$ cat src/rtl/iqc_pkg.sv
package iqc_pkg;

   // ----------------------------------------------------------------
   // Sample and setting widths
   // ----------------------------------------------------------------
   localparam int SAMPLE_W = 16;
   localparam int PHASE_W = 9;
   localparam int COEF_W = 12;
   localparam int FRAC_SHIFT = 11;
   localparam int OFF_ALIGN = SAMPLE_W - 1 - FRAC_SHIFT;
   localparam int FIFO_DEPTH = 16;
   localparam int ADDR_W = 6;

   // ----------------------------------------------------------------
   // Register indices (byte address is four times the index)
   // ----------------------------------------------------------------
   localparam logic [5:0] IDX_I_PHASE_LOW = 6'h20;
   localparam logic [5:0] IDX_I_PHASE_HIGH = 6'h21;
   localparam logic [5:0] IDX_I_GAIN_LOW = 6'h22;
   localparam logic [5:0] IDX_I_GAIN_HIGH = 6'h23;
   localparam logic [5:0] IDX_I_OFFSET_LOW = 6'h24;
   localparam logic [5:0] IDX_I_OFFSET_HIGH = 6'h25;
   localparam logic [5:0] IDX_Q_PHASE_LOW = 6'h26;
   localparam logic [5:0] IDX_Q_PHASE_HIGH = 6'h27;
   localparam logic [5:0] IDX_Q_GAIN_LOW = 6'h28;
   localparam logic [5:0] IDX_Q_GAIN_HIGH = 6'h29;
   localparam logic [5:0] IDX_Q_OFFSET_LOW = 6'h2a;
   localparam logic [5:0] IDX_Q_OFFSET_HIGH = 6'h2b;
   localparam logic [5:0] IDX_CONTROL = 6'h3e;
   localparam logic [5:0] IDX_STATUS = 6'h3f;

   // ----------------------------------------------------------------
   // Field positions
   // ----------------------------------------------------------------
   localparam int CTRL_ENABLE_BIT = 0;
   localparam int STAT_SAT_BIT = 0;
   localparam int STAT_LEVEL_LSB = 8;

   // ----------------------------------------------------------------
   // Values after reset
   // ----------------------------------------------------------------
   localparam logic [8:0] RST_PHASE = 9'h000;
   localparam logic [11:0] RST_GAIN = 12'h7ff;
   localparam logic [11:0] RST_OFFSET = 12'h000;
   localparam logic RST_ENABLE = 1'b1;

   typedef struct packed {
      logic signed [SAMPLE_W-1:0] i;
      logic signed [SAMPLE_W-1:0] q;
   } iqc_sample_t;

   typedef struct packed {
      logic signed [PHASE_W-1:0] i_phase;
      logic signed [PHASE_W-1:0] q_phase;
      logic signed [COEF_W-1:0] i_gain;
      logic signed [COEF_W-1:0] q_gain;
      logic signed [COEF_W-1:0] i_offset;
      logic signed [COEF_W-1:0] q_offset;
   } iqc_setting_t;

endpackage : iqc_pkg

$ cat src/rtl/iqc_top.sv
// How it works
// - I out adds Q times I-phase over 2^11
// - I-phase nine bits, MSB in upper register
// - Phase bit 8 taken from address LSB
// - Each phase byte read back separately
// - Q out adds I times Q-phase over 2^11
// - Q-phase signed, same sense as I-phase
// - Gain scales channel by value over 2^11
// - Gain low byte plus upper nibble register
// - Offset over 2^11 added to channel
// - I offset low byte plus high register
// - Q offset uses same split
//
// Implementation choice: register access over Avalon-MM.
`timescale 1ns/100ps

// ------------------------------------------------------------------
// Sample FIFO
// ------------------------------------------------------------------
module iqc_fifo #(
   parameter int WIDTH = 32,
   parameter int DEPTH = 16
) (
   input wire logic ref_clk,
   input wire logic rstn,
   input wire logic in_valid,
   output logic in_ready,
   input wire logic [WIDTH-1:0] in_data,
   output logic out_valid,
   input wire logic out_ready,
   output logic [WIDTH-1:0] out_data,
   output logic [$clog2(DEPTH):0] level
);
   localparam int PW = $clog2(DEPTH);

   logic [WIDTH-1:0] mem [DEPTH];
   logic [PW-1:0] wr_ptr;
   logic [PW-1:0] rd_ptr;
   logic [PW:0] count;
   logic push;
   logic pop;

   assign in_ready = (count != (PW+1)'(DEPTH));
   assign out_valid = (count != '0);
   assign push = in_valid & in_ready;
   assign pop = out_valid & out_ready;
   assign out_data = mem[rd_ptr];
   assign level = count;

   always_ff @(posedge ref_clk) begin
      if (push) begin
         mem[wr_ptr] <= in_data;
      end
   end

   always_ff @(posedge ref_clk or negedge rstn) begin
      if (!rstn) begin
         wr_ptr <= '0;
         rd_ptr <= '0;
         count <= '0;
      end else begin
         if (push) begin
            wr_ptr <= wr_ptr + 1'b1;
         end
         if (pop) begin
            rd_ptr <= rd_ptr + 1'b1;
         end
         if (push && !pop) begin
            count <= count + 1'b1;
         end else if (pop && !push) begin
            count <= count - 1'b1;
         end
      end
   end
endmodule : iqc_fifo

// ------------------------------------------------------------------
// Transmit I/Q correction
// ------------------------------------------------------------------
module iqc_top
   import iqc_pkg::*;
(
   input wire logic ref_clk,
   input wire logic rstn,
   input wire logic [ADDR_W-1:0] avs_address,
   input wire logic avs_read,
   input wire logic avs_write,
   input wire logic [31:0] avs_writedata,
   input wire logic [3:0] avs_byteenable,
   output logic [31:0] avs_readdata,
   output logic avs_waitrequest,
   input wire logic in_valid,
   output logic in_ready,
   input wire iqc_sample_t in_sample,
   output logic out_valid,
   input wire logic out_ready,
   output iqc_sample_t out_sample
);

   // ---------------------------------------------------------------
   // Declarations
   // ---------------------------------------------------------------
   iqc_setting_t cfg;
   logic enable;
   logic sat_flag;
   logic rd_done;
   logic wr_ok;
   logic adv;
   logic fifo_in_ready;
   logic [$clog2(FIFO_DEPTH):0] fifo_level;
   logic v1;
   logic v2;
   logic v3;
   iqc_sample_t s1;
   iqc_sample_t s2;
   iqc_sample_t s3;
   iqc_sample_t next_s1;
   iqc_sample_t next_s2;
   iqc_sample_t next_s3;
   logic [5:0] next_sat;
   logic [31:0] next_readdata;

   // ---------------------------------------------------------------
   // Saturation to full-scale sample limits
   // ---------------------------------------------------------------
   function automatic logic signed [SAMPLE_W-1:0] sat(
      input logic signed [31:0] v,
      output logic hit
   );
      logic signed [31:0] hi;
      logic signed [31:0] lo;
      hi = 32'sd32767;
      lo = -32'sd32768;
      hit = 1'b0;
      if (v > hi) begin
         hit = 1'b1;
         sat = SAMPLE_W'(hi);
      end else if (v < lo) begin
         hit = 1'b1;
         sat = SAMPLE_W'(lo);
      end else begin
         sat = SAMPLE_W'(v);
      end
   endfunction : sat

   // ---------------------------------------------------------------
   // Avalon slave handshake
   // ---------------------------------------------------------------
   assign avs_waitrequest = avs_read & ~rd_done;
   assign wr_ok = avs_write & avs_byteenable[0];

   always_ff @(posedge ref_clk or negedge rstn) begin
      if (!rstn) begin
         rd_done <= 1'b0;
      end else begin
         rd_done <= avs_read & ~rd_done;
      end
   end

   // ---------------------------------------------------------------
   // Register writes
   // ---------------------------------------------------------------
   always_ff @(posedge ref_clk or negedge rstn) begin
      if (!rstn) begin
         cfg.i_phase <= RST_PHASE;
         cfg.q_phase <= RST_PHASE;
         cfg.i_gain <= RST_GAIN;
         cfg.q_gain <= RST_GAIN;
         cfg.i_offset <= RST_OFFSET;
         cfg.q_offset <= RST_OFFSET;
         enable <= RST_ENABLE;
      end else if (wr_ok) begin
         unique case (avs_address)
            IDX_I_PHASE_LOW, IDX_I_PHASE_HIGH: begin
               cfg.i_phase <= {avs_address[0], avs_writedata[7:0]};
            end
            IDX_Q_PHASE_LOW, IDX_Q_PHASE_HIGH: begin
               cfg.q_phase <= {avs_address[0], avs_writedata[7:0]};
            end
            IDX_I_GAIN_LOW: cfg.i_gain[7:0] <= avs_writedata[7:0];
            IDX_I_GAIN_HIGH: cfg.i_gain[11:8] <= avs_writedata[3:0];
            IDX_Q_GAIN_LOW: cfg.q_gain[7:0] <= avs_writedata[7:0];
            IDX_Q_GAIN_HIGH: cfg.q_gain[11:8] <= avs_writedata[3:0];
            IDX_I_OFFSET_LOW: begin
               cfg.i_offset[7:0] <= avs_writedata[7:0];
            end
            IDX_I_OFFSET_HIGH: begin
               cfg.i_offset[11:8] <= avs_writedata[3:0];
            end
            IDX_Q_OFFSET_LOW: begin
               cfg.q_offset[7:0] <= avs_writedata[7:0];
            end
            IDX_Q_OFFSET_HIGH: begin
               cfg.q_offset[11:8] <= avs_writedata[3:0];
            end
            IDX_CONTROL: enable <= avs_writedata[CTRL_ENABLE_BIT];
            default: ;
         endcase
      end
   end

   // ---------------------------------------------------------------
   // Register reads
   // ---------------------------------------------------------------
   always_comb begin
      next_readdata = 32'h0000_0000;
      unique case (avs_address)
         IDX_I_PHASE_LOW: next_readdata[7:0] = cfg.i_phase[7:0];
         IDX_I_PHASE_HIGH: next_readdata[0] = cfg.i_phase[8];
         IDX_Q_PHASE_LOW: next_readdata[7:0] = cfg.q_phase[7:0];
         IDX_Q_PHASE_HIGH: next_readdata[0] = cfg.q_phase[8];
         IDX_I_GAIN_LOW: next_readdata[7:0] = cfg.i_gain[7:0];
         IDX_I_GAIN_HIGH: next_readdata[3:0] = cfg.i_gain[11:8];
         IDX_Q_GAIN_LOW: next_readdata[7:0] = cfg.q_gain[7:0];
         IDX_Q_GAIN_HIGH: next_readdata[3:0] = cfg.q_gain[11:8];
         IDX_I_OFFSET_LOW: next_readdata[7:0] = cfg.i_offset[7:0];
         IDX_I_OFFSET_HIGH: next_readdata[3:0] = cfg.i_offset[11:8];
         IDX_Q_OFFSET_LOW: next_readdata[7:0] = cfg.q_offset[7:0];
         IDX_Q_OFFSET_HIGH: next_readdata[3:0] = cfg.q_offset[11:8];
         IDX_CONTROL: next_readdata[CTRL_ENABLE_BIT] = enable;
         IDX_STATUS: begin
            next_readdata[STAT_SAT_BIT] = sat_flag;
            next_readdata[STAT_LEVEL_LSB +: 5] = fifo_level;
         end
         default: next_readdata = 32'h0000_0000;
      endcase
   end

   always_ff @(posedge ref_clk or negedge rstn) begin
      if (!rstn) begin
         avs_readdata <= 32'h0000_0000;
      end else if (avs_read && !rd_done) begin
         avs_readdata <= next_readdata;
      end
   end

   // ---------------------------------------------------------------
   // Datapath stage arithmetic
   // ---------------------------------------------------------------
   always_comb begin
      logic signed [31:0] pi;
      logic signed [31:0] pq;
      logic signed [31:0] gi;
      logic signed [31:0] gq;
      logic signed [31:0] oi;
      logic signed [31:0] oq;
      gi = 32'sd0;
      gq = 32'sd0;
      oi = 32'sd0;
      oq = 32'sd0;
      pi = 32'(in_sample.q) * 32'(cfg.i_phase);
      pq = 32'(in_sample.i) * 32'(cfg.q_phase);
      pi = 32'(in_sample.i) + (pi >>> FRAC_SHIFT);
      pq = 32'(in_sample.q) + (pq >>> FRAC_SHIFT);
      next_s1.i = sat(pi, next_sat[0]);
      next_s1.q = sat(pq, next_sat[1]);
      if (!enable) begin
         next_s1 = in_sample;
         next_sat[1:0] = 2'b00;
      end
      gi = (32'(s1.i) * 32'(cfg.i_gain)) >>> FRAC_SHIFT;
      gq = (32'(s1.q) * 32'(cfg.q_gain)) >>> FRAC_SHIFT;
      next_s2.i = sat(gi, next_sat[2]);
      next_s2.q = sat(gq, next_sat[3]);
      if (!enable) begin
         next_s2 = s1;
         next_sat[3:2] = 2'b00;
      end
      oi = 32'(s2.i) + (32'(cfg.i_offset) <<< OFF_ALIGN);
      oq = 32'(s2.q) + (32'(cfg.q_offset) <<< OFF_ALIGN);
      next_s3.i = sat(oi, next_sat[4]);
      next_s3.q = sat(oq, next_sat[5]);
      if (!enable) begin
         next_s3 = s2;
         next_sat[5:4] = 2'b00;
      end
   end

   // ---------------------------------------------------------------
   // Pipeline: phase, then gain, then offset
   // ---------------------------------------------------------------
   assign adv = fifo_in_ready;
   assign in_ready = adv;

   always_ff @(posedge ref_clk or negedge rstn) begin
      if (!rstn) begin
         v1 <= 1'b0;
         v2 <= 1'b0;
         v3 <= 1'b0;
         s1 <= '0;
         s2 <= '0;
         s3 <= '0;
      end else if (adv) begin
         v1 <= in_valid;
         v2 <= v1;
         v3 <= v2;
         s1 <= next_s1;
         s2 <= next_s2;
         s3 <= next_s3;
      end
   end

   // ---------------------------------------------------------------
   // Sticky saturation flag, write one to clear, set wins
   // ---------------------------------------------------------------
   always_ff @(posedge ref_clk or negedge rstn) begin
      if (!rstn) begin
         sat_flag <= 1'b0;
      end else if (adv && ((in_valid && |next_sat[1:0])
                           || (v1 && |next_sat[3:2])
                           || (v2 && |next_sat[5:4]))) begin
         sat_flag <= 1'b1;
      end else if (wr_ok && avs_address == IDX_STATUS
                   && avs_writedata[STAT_SAT_BIT]) begin
         sat_flag <= 1'b0;
      end
   end

   // ---------------------------------------------------------------
   // Output buffer
   // ---------------------------------------------------------------
   iqc_fifo #(
      .WIDTH($bits(iqc_sample_t)),
      .DEPTH(FIFO_DEPTH)
   ) u_fifo (
      .ref_clk(ref_clk),
      .rstn(rstn),
      .in_valid(v3 & adv),
      .in_ready(fifo_in_ready),
      .in_data(s3),
      .out_valid(out_valid),
      .out_ready(out_ready),
      .out_data(out_sample),
      .level(fifo_level)
   );

endmodule : iqc_top

$ cat config.mk
export PLATFORM = sky130hd
export DESIGN_NAME = iqc_top
export DESIGN_NICKNAME = d
export VERILOG_FILES = /design/src/rtl/iqc_pkg.sv /design/src/rtl/iqc_top.sv
export SDC_FILE = /design/constraint.sdc
export NUM_CORES = 2
export LEC_CHECK = 0
export ABC_AREA = 1
export BUFFER_PORTS_ARGS = -buffer_cell sky130_fd_sc_hd__buf_2
export CORE_AREA = 4 4 310 312
export DETAILED_ROUTE_END_ITERATION = 8
export DIE_AREA = 0 0 314 316
export GPL_TIMING_DRIVEN = 0
export PLACE_DENSITY = 0.81
export RECOVER_POWER = 50
export REMOVE_ABC_BUFFERS = 1
export SLEW_MARGIN = 20
export SYNTH_ARGS = -nofsm -noshare
export SYNTH_HDL_FRONTEND = slang
export SYNTH_HIERARCHICAL = 1
export SYNTH_SLANG_ARGS = --single-unit
$ cat constraint.sdc
create_clock -name ref_clk -period 12.9 [get_ports ref_clk]
set_input_delay 2.58 -clock ref_clk [delete_from_list [all_inputs] [get_ports ref_clk]]
set_output_delay 2.58 -clock ref_clk [all_outputs]
set_load 0.1 [all_outputs]
# Word level (Yosys, flattened, before mapping)
# Memories as Yosys holds them, arrays and structs flattened.
# Cells that the tools add are included.
[totals]
output_inout_bits = 67
ff_bits = 194
elab_cells = 145
mem_bits_rw = 512
memories = 1
[mem_list]
columns = ["memory", "depth", "width", "rd", "rd_clocked_by_memory_dff", "wr", "line_no", "rtl"]
rows = [
  ["u_fifo.mem", 16, 32, 1, 0, 1, "iqc_top.sv:36", "logic [WIDTH-1:0] mem [DEPTH];"],
]
[classes]
n_lt_le_gt_ge = 12
add_sub_neg = 8
n_eq_ne = 15
n_mux = 40
multipliers = 4
reduce_logical = 33
n_bitwise = 6
[op_table]
columns = ["op", "n"]
rows = [
  ["two-way mux 16 bit", 12],
  ["> comparator 17 x 16 -> 1 bit, second input constant", 6],
  ["less-than comparator 17 x 16 -> 1 bit, second input constant", 6],
  ["two-way mux 32 bit", 3],
  ["== test 6 bit, second input constant", 14],
  ["multiplier 16 x 12 -> 28 bit", 2],
  ["multiplier 16 x 9 -> 25 bit", 2],
  ["adder 16 x 14 -> 17 bit", 2],
  ["adder 16 x 16 -> 17 bit", 2],
  ["one-hot mux 3 bit (10 select lines)", 1],
  ["one-hot mux 4 bit (6 select lines)", 1],
  ["AND reduction 2 bit", 11],
  ["two-way mux 1 bit", 16],
  ["two-way mux 5 bit", 3],
  ["one-hot mux 1 bit (14 select lines)", 1],
  ["OR reduction 2 bit", 5],
  ["logical AND 1 bit", 9],
  ["adder 4 x 1 -> 4 bit, second input constant", 2],
  ["two-way mux 2 bit", 3],
  ["adder 5 x 1 -> 5 bit, second input constant", 1],
  ["bitwise AND 1 bit", 5],
  ["inequality test 5 bit, second input constant", 1],
  ["nonzero test 5 bit", 1],
  ["subtractor 5 x 1 -> 5 bit, second input constant", 1],
  ["other kinds (4)", 8],
]

# Longest topological paths before layout
[depth]
ltp_word = 12
depth_mapped = 40
mapped_depth_nobuf = 38

# Cells and area by module
# The synthesis kept the hierarchy.
[modules_own_cells]
columns = ["mod", "n_inst", "area_each_um2", "cells_per_inst", "seq_area_each_um2"]
rows = [
  ["iqc_top", 1, 35396.4, 4665, 4558.1],
  ["iqc_fifo", 1, 22251.3, 2112, 15700.1],
]

# Worst setup path after synthesis
# OpenSTA, ideal clock, no wires.
[synth_timing]
path_kind = "input-to-reg"
start = "input port in_sample[23] in the netlist's numbering"
end = "register s1[6] in the netlist's numbering"
arrival_ns = 8.220
required_ns = 12.767
slack_ns = 4.548
setup_ns = 0.133
stages = 33
path_buffers = 2
path_cell_list = "clkbuf_1 -> nand2_1 -> fa_1 -> inv_1 -> fa_1 -> inv_1 -> fa_1 -> inv_1 -> fa_1 -> fa_1 -> ha_1 -> nand2_1 -> inv_1 -> a21oi_1 -> o21ai_0 -> nand2_1 -> nand2_1 -> xor2_1 -> ha_1 -> fa_1 -> nand3_1 -> nand3_1 -> nand2_1 -> nand3_2 -> nand3_1 -> nand3_1 -> nand2_1 -> nor2_4 -> nor2_2 -> buf_6 -> o21ai_0 -> o211ai_1 -> o21ai_1"
[synth_via]
elab_chain_cells = 6
elab_cells_between_ends = 7
classes_between = "add/sub (1); mul (1); order compare (2); mux (3)"
[synth_rtl]
columns = ["item", "line_no", "rtl"]
rows = [
  ["start, declared", "iqc_top.sv:94", "input wire iqc_sample_t in_sample,"],
  ["multiplier 16 x 9 -> 25 bit (*)", "iqc_top.sv:252", "pq = 32'(in_sample.i) * 32'(cfg.q_phase);"],
  ["adder 16 x 14 -> 17 bit (*)", "iqc_top.sv:254", "pq = 32'(in_sample.q) + (pq >>> FRAC_SHIFT);"],
  ["less-than comparator 17 x 16 -> 1 bit", "iqc_top.sv:138", "end else if (v < lo) begin"],
  ["two-way mux 16 bit", "iqc_top.sv:138", ""],
  ["two-way mux 16 bit (*)", "iqc_top.sv:135", "if (v > hi) begin"],
  ["two-way mux 32 bit (*)", "iqc_top.sv:257", "if (!enable) begin"],
  ["end signal, assigned", "iqc_top.sv:297", "s1 <= next_s1;"],
  ["end, declared", "iqc_top.sv:114", "iqc_sample_t s1;"],
]
# Mark *: on every way between the ends. The rest lies on a longest branch, timed or not.
# A chain may end at the register's enable or synchronous reset.

# Worst setup path after layout
[layout_timing]
start = "input port in_sample[15] in the netlist's numbering"
end = "register s1[23] in the netlist's numbering"
[layout_via]
elab_chain_cells = 6
elab_cells_between_ends = 7
classes_between = "add/sub (1); mul (1); order compare (2); mux (3)"
[layout_rtl]
columns = ["item", "line_no", "rtl"]
rows = [
  ["multiplier 16 x 9 -> 25 bit (*)", "iqc_top.sv:251", "pi = 32'(in_sample.q) * 32'(cfg.i_phase);"],
  ["adder 16 x 14 -> 17 bit (*)", "iqc_top.sv:253", "pi = 32'(in_sample.i) + (pi >>> FRAC_SHIFT);"],
  ["less-than comparator 17 x 16 -> 1 bit", "iqc_top.sv:138", ""],
  ["two-way mux 16 bit", "iqc_top.sv:138", ""],
  ["two-way mux 16 bit (*)", "iqc_top.sv:135", ""],
  ["two-way mux 32 bit (*)", "iqc_top.sv:257", ""],
]
# Marks and branches as above.

==> results.tsv <==
metric	value	unit
violation count after the first detailed-routing iteration	4303	
number of distinct library cell variants in the gate-level netlist after synthesis	57	
Cell Count, Final, Fillers Out	8017	
number of buffers created by CTS	72	
fraction of layout cells with a size suffix above 1	0.0555	
number of global-route vias before repair	45900	
final-stage net count	7650	
number of instances resized during post-cts repair	0	
Sink Count	706	
# H-tree levels	3	
final setup violation count	0	
core occupancy in the finished layout	0.665	
number of cells after detailed placement	7883	
Setup Fix Bufs, Post-CTS	0	
startpoint class of the critical path	primary input	
most frequent cell after synthesis	sky130_fd_sc_hd__nand2_1	
transition at the pin with the smallest max-transition slack	4010	ps
core area	93000	um^2
number of core rows	112	
flip-flop and latch count after synthesis	706	
crit path max fanout	12	
number of buffers inserted for hold repair after clock tree synthesis	0	
top-level port count	147	
number of nets still failing antenna checks after routing	0	
post-synth top area share	0.267	
headroom to the max-slew limit	-1.67	
ranking of synthesized cells by area	sky130_fd_sc_hd__edfxtp_1 (27%), sky130_fd_sc_hd__fa_1 (21%), sky130_fd_sc_hd__nand2_1 (15%), sky130_fd_sc_hd__inv_1 (8.0%), sky130_fd_sc_hd__dfrtp_1 (7.4%)	
proportion of synthesized area in mux cells	0	
initial core utilization	0.620	
post-layout minimum cycle time	9250	ps
die height	316	um
Final GP Congestion	0.921	
adder and majority cell fraction of the synthesized area	0.265	
setup repair after global routing missed its margin	false	
global-route usage over all layers	0.305	
Power Dens Cells	240	nW/um^2
Commonest cells post-synth	sky130_fd_sc_hd__nand2_1 (2,233), sky130_fd_sc_hd__inv_1 (1,229), sky130_fd_sc_hd__fa_1 (593), sky130_fd_sc_hd__edfxtp_1 (512), sky130_fd_sc_hd__nor2_1 (393)	
Root Buffer	sky130_fd_sc_hd__clkbuf_16	
max-capacitance violation count	4	
failing checks	capacitance limit, slew limit	
cell taking the most area after synthesis	sky130_fd_sc_hd__edfxtp_1	
Detail Placement HPWL	106	mm
xor and xnor fraction of the mapped netlist area	0.0165	
wire length of the first global-routing pass	238	mm
Worst IR Drop VDD	0.000260	V
routed wire length per instance	18.4	um
synthesized cell area	57600	um^2
final worst-path cycle share	0.717	
worst clock skew	29.3	ps
maximum single-stage delay on the critical path	750	ps
buffers from clock root to sink, at most	3	
Final Power	14.8	mW
cell type of the slowest stage on the worst timing path	sky130_fd_sc_hd__fa_1	
endpoint type of the worst setup path	flip-flop	
routed vias/inst	5.54	
Static Leak	30.6	nW
area fraction in and, or, nand and nor cells after synthesis	0.209	
DIE AREA	99200	um^2
horizontal extent of the die	314	um
input/output buffers	100	
start-to-end type of the worst setup path	in -> reg	
cell repeated most along the worst path	sky130_fd_sc_hd__nand2_1	
Data arrival, critical path	9730	ps
routed vias	44400	
synthesized-area fraction occupied by ao, oa, aoi and oai cells	0.0496	
iteration count of the initial detailed-routing pass	6	
fmax	108	MHz
CTS tree	built	
aggregate negative setup slack	0	ps
clock-pin transition on the worst setup and hold timing paths	60	ps
routed wire length	148	mm
clock latency of the later-clocked register in the worst-skew pair	630	ps
proportion of synthesized flip-flops having asynchronous set or reset	0.275	
number of remaining DRC errors	0	
final slew viol count	287	
Synth Flop Type	sky130_fd_sc_hd__edfxtp_1	
maximum number of pins on one net before global-route repair	120	
final hold violation count	0	
synthesis-to-finish area growth	7.29	%
post-synthesis instance total	6777	
sequential area share after synthesis	0.351	
outcome	complete, but fails checks	
HP Class	reg -> reg	
number of enable flip-flop cells after synthesis	512	
GR Overflow Total	0	
Worst Path Required	13380	ps
initial antenna violation count	6	
Yosys warnings	6	
largest family of logic cells by synthesized area	adder cells	
Mapped Avg Cell Area	8.51	um^2
-- layout make-up --
cell class / instances / area (um^2)
multi-input cells: 4530 / 31300
fillers: 7076 / 31200
flip-flops and latches: 706 / 20300
inverters: 1246 / 4700
clock buffers: 101 / 2070
well taps: 1254 / 1570
repair buffers: 147 / 1510
clock inverters: 30 / 397
diodes: 3 / 7.51
-- layout by cell type, fill, tap and decap left out, types with 9 or more instances in the layout --
cell type,netlist,layout
sky130_fd_sc_hd__nor2_4,3,19
sky130_fd_sc_hd__inv_1,1229,1229
sky130_fd_sc_hd__xnor2_1,30,30
sky130_fd_sc_hd__a21oi_1,201,201
sky130_fd_sc_hd__clkbuf_1,167,20
sky130_fd_sc_hd__clkbuf_16,0,73
sky130_fd_sc_hd__ha_1,274,274
sky130_fd_sc_hd__a22oi_1,9,9
sky130_fd_sc_hd__a31oi_1,10,10
sky130_fd_sc_hd__buf_12,0,10
sky130_fd_sc_hd__edfxtp_1,512,512
sky130_fd_sc_hd__xor2_1,75,77
sky130_fd_sc_hd__a221oi_1,14,14
sky130_fd_sc_hd__nor2_1,393,377
sky130_fd_sc_hd__o211ai_1,14,14
sky130_fd_sc_hd__nand2_2,18,18
sky130_fd_sc_hd__clkinv_1,5,9
sky130_fd_sc_hd__conb_1,1,19
sky130_fd_sc_hd__nor2_2,10,10
sky130_fd_sc_hd__nand2_1,2233,2234
sky130_fd_sc_hd__dfrtp_1,171,168
sky130_fd_sc_hd__nor3_1,20,20
sky130_fd_sc_hd__clkbuf_8,0,13
sky130_fd_sc_hd__o21ai_1,15,15
sky130_fd_sc_hd__nand4_1,19,19
sky130_fd_sc_hd__clkinv_2,0,11
sky130_fd_sc_hd__or2_2,13,13
sky130_fd_sc_hd__fa_1,593,593
sky130_fd_sc_hd__nand3_1,302,303
sky130_fd_sc_hd__dfstp_2,23,22
sky130_fd_sc_hd__buf_16,0,25
sky130_fd_sc_hd__buf_2,74,98
sky130_fd_sc_hd__o21ai_0,178,179
-- cells by family (layout without fill, tap and decap cells) --
family                   Yosys count  count (layout)
other                              1              22
buffers and inverters           1559            1524
AO/OA/AOI/OAI                    503             503
flip-flops                       706             706
XOR/XNOR                         107             107
adder cells (fa/ha/maj)          867             867
AND/OR/NAND/NOR                 3034            3034
-- report_power, final --
| part | internal, mW | switching, mW | total (mW) |
|---|---|---|---|
| logic | 2.82 | 6.09 | 8.90 |
| registers | 3.08 | 0.741 | 3.82 |
| clock network | 1.22 | 0.903 | 2.12 |
| total | 7.11 | 7.73 | 14.8 |
-- final timing paths --
check	end	slack, ps	cells past startpoint	start
worst min-delay path	v3$_DFFE_PN0P_	490	2	v3$_DFFE_PN0P_
min in group asynchronous	s1[24]$_DFFE_PN0P_	2980	1	rstn
worst max-delay path	s1[23]$_DFFE_PN0P_	3650	30	in_sample[15]
max in group asynchronous	u_fifo/rd_ptr[1]$_DFFE_PN0P_	4330	2	rstn
worst max register to register	s1[23]$_DFFE_PN0P_	4700	31	cfg[65]$_DFFE_PN0P_
worst min register to register	v3$_DFFE_PN0P_	490	2	v3$_DFFE_PN0P_
-- per-layer routing --
layer / vias to the layer above / global-route usage / share of wire
met2: 2171 / 0.518 / 0.49
met5: - / 0 / 0.00028
li1: 20500 / - / -
met1: 21200 / 0.382 / 0.37
met3: 475 / 0.0595 / 0.097
met4: 6 / 0.134 / 0.047
-- sequential cells by signal (all words and copies together), names as in the netlist, 4 cells and up --
signal and flops:
u_fifo/mem 512, u_fifo/level 5, u_fifo/wr_ptr 4, avs_readdata 13, cfg 66, s1 32, s3 32, s2 32
u_fifo/rd_ptr 4
-- worst max-delay path: cells and delay by family --
family / cells / cell delay (ps)
xor+xnor: 1 / 310
buf+inv: 6 / 820
fa+ha+maj: 7 / 3230
simple gates: 10 / 1860
compound gates: 6 / 930
-- through the flow --
stage               hold slack [ps]  cell area [um^2]  setup slack, ps
detailed placement              459             59500             3030
floorplan                       442             56200              409
global placement                456             58300            -6870
finish                          486             61900             3650
CTS                             487             62000             3690
global route                    502             61800             2980
Note: power is estimated with default switching activity, not from simulation.
